`src/shared/ltct_pkg.sv`:
```
package ltct_pkg;

  // Register offsets on the plain register port
  localparam logic [7:0] ADDR_TB2_CSR = 8'h08;
  localparam logic [7:0] ADDR_RELOAD  = 8'h09;
  localparam logic [7:0] ADDR_COUNT2  = 8'h0A;
  localparam logic [7:0] ADDR_CSR     = 8'h0B;
  localparam logic [7:0] ADDR_CAPTURE = 8'h0C;

  // Field positions, timebase2_ctrl_status
  localparam int TB2_IE_BIT   = 1;
  localparam int TB2_FLAG_BIT = 0;

  // Field positions, timer_ctrl_status
  localparam int CAP_IE_BIT   = 7;
  localparam int CAP_FLAG_BIT = 6;
  localparam int TB_SEL_BIT   = 5;
  localparam int TB1_IE_BIT   = 4;
  localparam int TB1_FLAG_BIT = 3;

  // Reset values
  localparam logic [7:0] RELOAD_RST  = 8'h00;
  localparam logic [7:0] COUNT2_RST  = 8'h00;
  localparam logic [7:0] CAPTURE_RST = 8'h00;
  localparam logic [7:0] COUNT1_RST  = 8'h00;

  // Timing: mclk is the oscillator; counters tick at the oscillator divided by the prescaler
  localparam int         PRESCALE_DIV = 32;
  localparam int         TB_SHORT_OSC = 8000;
  localparam int         TB_LONG_OSC  = 16000;
  localparam logic [4:0] PRESC_LAST   = 5'(PRESCALE_DIV - 1);
  localparam logic [7:0] COUNT1_WRAP  = 8'(TB_SHORT_OSC / PRESCALE_DIV - 1);
  localparam logic [7:0] COUNT2_TOP   = 8'hFF;

  // Register port request from software
  typedef struct packed {
    logic [7:0] addr;
    logic [7:0] wdata;
    logic       wr;
    logic       rd;
  } ltct_bus_req_t;

  // Interrupt requests
  typedef struct packed {
    logic timebase1;
    logic timebase2;
    logic capture;
  } ltct_irq_t;

  // Whole state of the timer
  typedef struct packed {
    logic [4:0] presc;
    logic [7:0] count1;
    logic       half;
    logic [7:0] count2;
    logic [7:0] reload;
    logic       tb2_ie;
    logic       tb2_flag;
    logic       cap_ie;
    logic       cap_flag;
    logic       tb_sel;
    logic       tb1_ie;
    logic       tb1_flag;
    logic [7:0] capture;
    logic [1:0] pin_sync;
    logic       pin_prev;
    logic [2:0] warm;
    logic [7:0] rdata;
    ltct_irq_t  irq;
  } ltct_state_t;

endpackage : ltct_pkg

```
`src/ltct_timer.sv`:
```
// Operation
// - The reload register is 8-bit read/write, resets to zero, and is copied into counter two on each overflow.
// - Counter two's current value is readable at a read-only register that resets to zero and ignores writes.
// - Bit 7 of the main control/status register enables the capture interrupt and is freely written by software.
// - Bit 6 of the main control/status register is set on capture, cleared only by reading the capture register.
// - Bit 5 of the main control/status register selects an 8000 or 16000 oscillator-period timebase.
// - Bit 4 of the main control/status register enables the counter-one timebase interrupt.
// - Bit 3 of the main control/status register is set at each timebase period end (every other counter-one overflow when bit 5 is set) and cleared by reading it.
// - While the capture flag is clear, either edge on the capture pin latches counter one into the capture register.
// - The capture register is cleared to zero by reset.
// - Registers sit at 08 (counter-two status), 09 (reload), 0A (count), 0B (main status), 0C (capture).
// - Counter one counts from zero at oscillator/32, overflows when wrapping F9h to 00h, and is not accessible.
// - Counter two counts at oscillator/32 and on passing FFh reloads from the reload register.
// - The counter-two status register holds an interrupt enable in bit 1 and a read-cleared overflow flag in bit 0.
// - All counting stops in the deepest halt mode; other low power modes leave the timer running.
//
// The plain strobed port was chosen for this implementation.
`timescale 1ns/1ps

module ltct_timer (
  input  wire logic                   mclk,              // Oscillator clock, 100 MHz
  input  wire logic                   rst_n,             // Synchronous reset, active low
  input  wire ltct_pkg::ltct_bus_req_t bus_req,          // Register port request
  output logic [7:0]                  bus_rdata,         // Read data, cycle after the read strobe
  input  wire logic                   capture_input_pin, // Asynchronous capture pin
  input  wire logic                   halt_mode,         // Deepest halt mode, same clock domain
  output ltct_pkg::ltct_irq_t         irq                // Interrupt requests
);

  ltct_pkg::ltct_state_t q;
  ltct_pkg::ltct_state_t d;

  logic tick;
  logic tb1_event;
  logic tb2_event;
  logic pin_edge;
  logic rd_csr;
  logic rd_tb2;
  logic rd_cap;

  ////////////////////////////////////////////////////////////////////////////
  // Event decode

  // Prescaler tick; halting freezes the prescaler and so every counter
  assign tick      = (q.presc == ltct_pkg::PRESC_LAST) && !halt_mode;
  // Long period drops every other wrap, so both periods share the same wrap point
  assign tb1_event = tick && (q.count1 == ltct_pkg::COUNT1_WRAP) && (!q.tb_sel || q.half);
  assign tb2_event = tick && (q.count2 == ltct_pkg::COUNT2_TOP);
  // Edge only trusted once the synchroniser and the previous sample are filled
  assign pin_edge  = q.warm[2] && (q.pin_sync[1] != q.pin_prev);

  assign rd_csr = bus_req.rd && (bus_req.addr == ltct_pkg::ADDR_CSR);
  assign rd_tb2 = bus_req.rd && (bus_req.addr == ltct_pkg::ADDR_TB2_CSR);
  assign rd_cap = bus_req.rd && (bus_req.addr == ltct_pkg::ADDR_CAPTURE);

  ////////////////////////////////////////////////////////////////////////////
  // Next state

  always_comb begin
    d = q;

    // Pin synchroniser; first stage feeds only the second
    d.pin_sync = {q.pin_sync[0], capture_input_pin};
    d.pin_prev = q.pin_sync[1];
    d.warm     = {q.warm[1:0], 1'b1};

    // Prescaler, free running except in halt
    if (!halt_mode) begin
      d.presc = q.presc + 5'h01;
    end

    // Counter one, timebase
    if (tick) begin
      if (q.count1 == ltct_pkg::COUNT1_WRAP) begin
        d.count1 = ltct_pkg::COUNT1_RST;
        d.half   = !q.half;
      end else begin
        d.count1 = q.count1 + 8'h01;
      end
    end

    // Counter two, auto-reload
    if (tick) begin
      if (tb2_event) begin
        d.count2 = q.reload;
      end else begin
        d.count2 = q.count2 + 8'h01;
      end
    end

    // Software writes; flags and counts are never written
    if (bus_req.wr) begin
      unique case (bus_req.addr)
        ltct_pkg::ADDR_TB2_CSR: begin
          d.tb2_ie = bus_req.wdata[ltct_pkg::TB2_IE_BIT];
        end
        ltct_pkg::ADDR_RELOAD: begin
          d.reload = bus_req.wdata;
        end
        ltct_pkg::ADDR_CSR: begin
          d.cap_ie = bus_req.wdata[ltct_pkg::CAP_IE_BIT];
          d.tb_sel = bus_req.wdata[ltct_pkg::TB_SEL_BIT];
          d.tb1_ie = bus_req.wdata[ltct_pkg::TB1_IE_BIT];
        end
        default: begin
        end
      endcase
    end

    // Read-clears first, then hardware sets so a same-cycle event is kept
    if (rd_csr) begin
      d.tb1_flag = 1'b0;
    end
    if (rd_tb2) begin
      d.tb2_flag = 1'b0;
    end
    if (rd_cap) begin
      d.cap_flag = 1'b0;
    end
    if (tb1_event) begin
      d.tb1_flag = 1'b1;
    end
    if (tb2_event) begin
      d.tb2_flag = 1'b1;
    end
    // Inhibit uses the old flag, so an unread capture is never overwritten
    if (pin_edge && !q.cap_flag) begin
      d.capture  = q.count1;
      d.cap_flag = 1'b1;
    end

    // Read data, valid only in the cycle after the strobe
    d.rdata = 8'h00;
    if (bus_req.rd) begin
      unique case (bus_req.addr)
        ltct_pkg::ADDR_TB2_CSR: begin
          d.rdata[ltct_pkg::TB2_IE_BIT]   = q.tb2_ie;
          d.rdata[ltct_pkg::TB2_FLAG_BIT] = q.tb2_flag;
        end
        ltct_pkg::ADDR_RELOAD: begin
          d.rdata = q.reload;
        end
        ltct_pkg::ADDR_COUNT2: begin
          d.rdata = q.count2;
        end
        ltct_pkg::ADDR_CSR: begin
          d.rdata[ltct_pkg::CAP_IE_BIT]   = q.cap_ie;
          d.rdata[ltct_pkg::CAP_FLAG_BIT] = q.cap_flag;
          d.rdata[ltct_pkg::TB_SEL_BIT]   = q.tb_sel;
          d.rdata[ltct_pkg::TB1_IE_BIT]   = q.tb1_ie;
          d.rdata[ltct_pkg::TB1_FLAG_BIT] = q.tb1_flag;
        end
        ltct_pkg::ADDR_CAPTURE: begin
          d.rdata = q.capture;
        end
        default: begin
          d.rdata = 8'h00;
        end
      endcase
    end

    // Requests follow the next flag and enable, so they drop with the clearing read
    d.irq.timebase1 = d.tb1_flag && d.tb1_ie;
    d.irq.timebase2 = d.tb2_flag && d.tb2_ie;
    d.irq.capture   = d.cap_flag && d.cap_ie;
  end

  ////////////////////////////////////////////////////////////////////////////
  // State register

  // Capture flag resets to a defined zero instead of the undefined value
  always_ff @(posedge mclk) begin
    if (!rst_n) begin
      q          <= '0;
      q.count1   <= ltct_pkg::COUNT1_RST;
      q.count2   <= ltct_pkg::COUNT2_RST;
      q.reload   <= ltct_pkg::RELOAD_RST;
      q.capture  <= ltct_pkg::CAPTURE_RST;
    end else begin
      q <= d;
    end
  end

  assign bus_rdata = q.rdata;
  assign irq       = q.irq;

endmodule : ltct_timer
```
`config.mk`:
```
export PLATFORM = sky130hd
export DESIGN_NAME = ltct_timer
export DESIGN_NICKNAME = d
export VERILOG_FILES = /design/src/shared/ltct_pkg.sv /design/src/ltct_timer.sv
export SDC_FILE = /design/constraint.sdc
export NUM_CORES = 1
export LEC_CHECK = 0
export BUFFER_PORTS_ARGS = -buffer_cell sky130_fd_sc_hd__buf_4
export CAP_MARGIN = 25
export CORE_MARGIN = 4
export CORE_UTILIZATION = 25
export CTS_CLUSTER_DIAMETER = 80
export DETAILED_ROUTE_END_ITERATION = 16
export SLEW_MARGIN = 5
export SYNTH_ARGS = -nofsm -noshare
export SYNTH_HDL_FRONTEND = slang
export SYNTH_SLANG_ARGS = --single-unit
```
`constraint.sdc`:
```
create_clock -name mclk -period 3.6 [get_ports mclk]
set_input_delay 0.9 -clock mclk [delete_from_list [all_inputs] [get_ports mclk]]
set_output_delay 0.9 -clock mclk [all_outputs]
set_load 0.01 [all_outputs]
```
==> impl_metrics.csv <==
group,metric,value,unit
final_layout,synthToLayoutAreaGrowth,22.4,%
clock_tree,clk_pin_slew,60,ps
worst_setup_path,critPathTopFamily,"simple AND/OR/NAND/NOR gates",
sta,timing.final.crit_share,0.642,
final_layout,num_antenna_cells,0,
sta,rsz0062_at_grt,"false",
sta,max_freq,0.433,GHz
die,floorplan.die_area,0.0130,mm2
die,die_w,114,um
power_and_ir_drop,power_density,511,mW/mm2
synth,synth_area_per_cell,9.45,um2
sta,fin_crit,2310,ps
sta,hold_viol,0,
clock_tree,cts_buffers,9,
routing,via_count,2138,
hold_path,hold_class,"reg -> reg",
clock_tree,post_cts_buffers,0,
clock_tree,clockRootBuffer,"clkbuf_16",
synth,synth_ff_type,"dfxtp_1",
global_route,antenna_found_initial,0,
sta,tns,0,ps
global_route,grt_max_degree,36,
synth,async_flop_share,0,
clock_tree,cts_tree,"built",
final_layout,drive_gt1_frac,0.185,
synth,ys_seq_area_frac,0.441,
worst_setup_path,cp-start-kind,"input port",
power_and_ir_drop,pwr-share-clk,0.568,
power_and_ir_drop,power.share.switching,0.206,
synth,synth_nets,325,
worst_setup_path,slowest_stage,"and4_1",
outcome,status,"complete, no violations",
routing,dr.pass1.iters,4,
synth,ys_ff_latch,62,
die,io_pins,33,
sta,finalSetupViolations,0,
power_and_ir_drop,cell_internal_pwr,1400,uW
worst_setup_path,path_class,"in -> reg",
die,core-area,0.0109,mm2
global_route,grt_overflow,0,
clock_tree,clockBufferDepth,2,
synth,synth_edf_count,0,
worst_setup_path,critical_path_arrival,2510,ps
placement,placed_cell_area,0.00310,mm2
final_layout,regArea,0.00124,mm2
worst_setup_path,r2r_cells,7,
routing,wl,6460,um
die,fp-row-count,38,
final_layout,stdcell_area,0.00345,mm2
sta,tightest_slew,612,ps
worst_setup_path,slowest_delay,620,ps
placement,place.gp.congestion,0.876,
synth,synth_top_area_share,0.441,
global_route,grt_util_all_layers,0.107,
synth,synth.top_cells.by_area,"dfxtp_1 44%, mux2i_1 9.2%, nor2_1 6.4%",
sta,fin_hold_ws,431,ps
sta,finalClockSkew,5.72,ps
final_layout,multi_input_area,0.00140,mm2
synth,netlist_area,0.00282,mm2
worst_setup_path,end_kind,"flop",
die,start_util,0.257,
power_and_ir_drop,leakagePower,0.00127,uW
power_and_ir_drop,ir_drop,0.273,mV
worst_setup_path,critPathRequiredTime,3800,ps
clock_tree,cts_resized,0,
power_and_ir_drop,power_switching,363,uW
placement,portBuffers,32,
routing,ant_nets,0,
synth,synthCells,298,
clock_tree,htree_num_levels,3,
placement,hpwlAfterDp,4690,um
die,die_y,114,um
final_layout,final_core_util,0.315,
final_layout,num-nets-final,347,
clock_tree,cts_hold_buf,0,
clock_tree,clock_latency,330,ps
hold_path,whs_path_depth,1,
sta,drv_slew,0,
run,maxCapViolations,0,
routing,drtIter0Drc,110,
routing,drc,0,
synth,yosysWarnings,0,
global_route,grt_pass1_vias,2096,
synth,yosys.area.top_type,"dfxtp_1",
power_and_ir_drop,pwr-share-seq,0.395,
worst_setup_path,path_buf_inv,1,
sta,slew_headroom,0.589,
clock_tree,cts.sinks,62,
worst_setup_path,path_cells,"buf_4 -> nor4_2 -> and4_1 -> mux2i_1 -> nor2_1",
routing,vias_per_cell,4.60,
synth,synth_cell_types,51,
routing,drt-wirelength-per-cell,13.9,um
worst_setup_path,path_depth,5,
power_and_ir_drop,pwr-share-comb,0.037,
global_route,grt_pass1_wl,10700,um
worst_setup_path,crit_path_max_fanout,8,
final_layout,fillCellCount,1146,
Yosys cell counts (3+ instances only):
cell type and count:
a22oi_1 6, buf_4 12, a211oi_1 3, xnor2_1 5, nor2_1 48, xor2_1 7
a21oi_1 8, mux2_1 4, a2bb2oi_1 4, mux2i_1 26, and3_1 4, nand4_1 10
nand2_1 11, and2_1 7, nand3_1 7, nor2b_1 8, nor3_1 6, ha_1 5
a22o_1 5, dfxtp_1 62, clkbuf_1 6, inv_1 3
metal layers:
| layer | share of wire | track usage | wire length, um | vias up |
|---|---|---|---|---|
| li1 | - | - | - | 1087 |
| met1 | 0.49 | 0.140 | 3140 | 992 |
| met2 | 0.42 | 0.151 | 2740 | 44 |
| met3 | 0.062 | 0.0433 | 403 | 15 |
| met4 | 0.028 | 0.0515 | 184 | 0 |
| met5 | 0 | 0 | 0 | - |
logic make-up (layout without fill, tap and decap cells):
family	Yosys count	count (layout)	synth area share
adder cells (fa/ha/maj)	5	5	0.0222
AO/OA/AOI/OAI	38	38	0.0960
AND/OR/NAND/NOR	121	121	0.230
XOR/XNOR	12	12	0.0373
buffers and inverters	29	56	0.0609
multiplexers	31	31	0.112
flip-flops	62	62	0.441
through the flow:
| step | setup slack, ps | power (uW) | std cells |
|---|---|---|---|
| floorplan | 1450 | 744 | 298 |
| global placement | 1040 | 774 | 449 |
| detailed placement | 949 | 775 | 449 |
| CTS | 1300 | 1780 | 465 |
| global route | 1100 | 1820 | 465 |
| finish | 1290 | 1760 | 465 |
registers in the layout, indices dropped and copies added (netlist names):
name and flops:
q 47, irq 3, d 4, bus_rdata 8
power by group through the flow:
| stage | logic, uW | registers [uW] | clock network [uW] |
|---|---|---|---|
| floorplan | 34.6 | 709 | 0 |
| detailed placement | 65.1 | 710 | 0 |
| CTS | 65.4 | 695 | 1020 |
| finish | 65.1 | 695 | 1000 |
| global route | 72.6 | 696 | 1050 |
| global placement | 63.5 | 710 | 0 |
layout by cell type (no fill, tap or decap), types with 2 or more instances in the layout:
master      instances
or4_4               2
nand3_1             7
buf_4              35
nand2_1            11
bufinv_16           3
nor2_1             48
a211oi_1            3
a22o_1              5
xor2_1              7
and3_1              4
clkinv_1            2
nand4b_1            2
or3_1               2
a31oi_1             2
ha_1                5
nor3_2              2
o21a_1              2
a21oi_1             8
nor2b_1             8
inv_1               3
clkbuf_16           9
dfxtp_1            62
xnor2_1             5
nor3_1              6
mux2i_1            26
mux2_1              4
nor3b_1             2
nand4_1            10
clkinvlp_4          3
a2bb2oi_1           4
o21ai_0             2
a22oi_1             6
and2_1              7
worst register-to-register path, delay by kind of cell, from the launching register on:
| family | cells | cell delay, ps |
|---|---|---|
| and+or+nand+nor | 3 | 780 |
| adders and majority gates | 2 | 410 |
| muxes | 1 | 250 |
| AOI/OAI and AO/OA | 1 | 80 |
| DFF | 1 | 380 |
cell type report:
type / count / area share
inverter: 5 / 0.00544
clock buffer: 9 / 0.0653
sequential: 62 / 0.360
multi-input combinational: 207 / 0.407
tap: 140 / 0.0508
timing repair buffer: 35 / 0.0762
clock inverter: 7 / 0.0352
path summary, 6_finish.rpt:
kind	to	slack, ps	start
setup reg to reg	q[41]$_SDFFE_PN0P_	1590	q[57]$_SDFFE_PN0N_
setup / recovery	q[36]$_SDFFE_PN0P_	1290	bus_req[15]
hold / removal	q[13]$_SDFF_PN0_	430	d[13]$_SDFF_PN0_
hold reg to reg	q[13]$_SDFF_PN0_	430	d[13]$_SDFF_PN0_
Power figures use the tool's default switching activity.
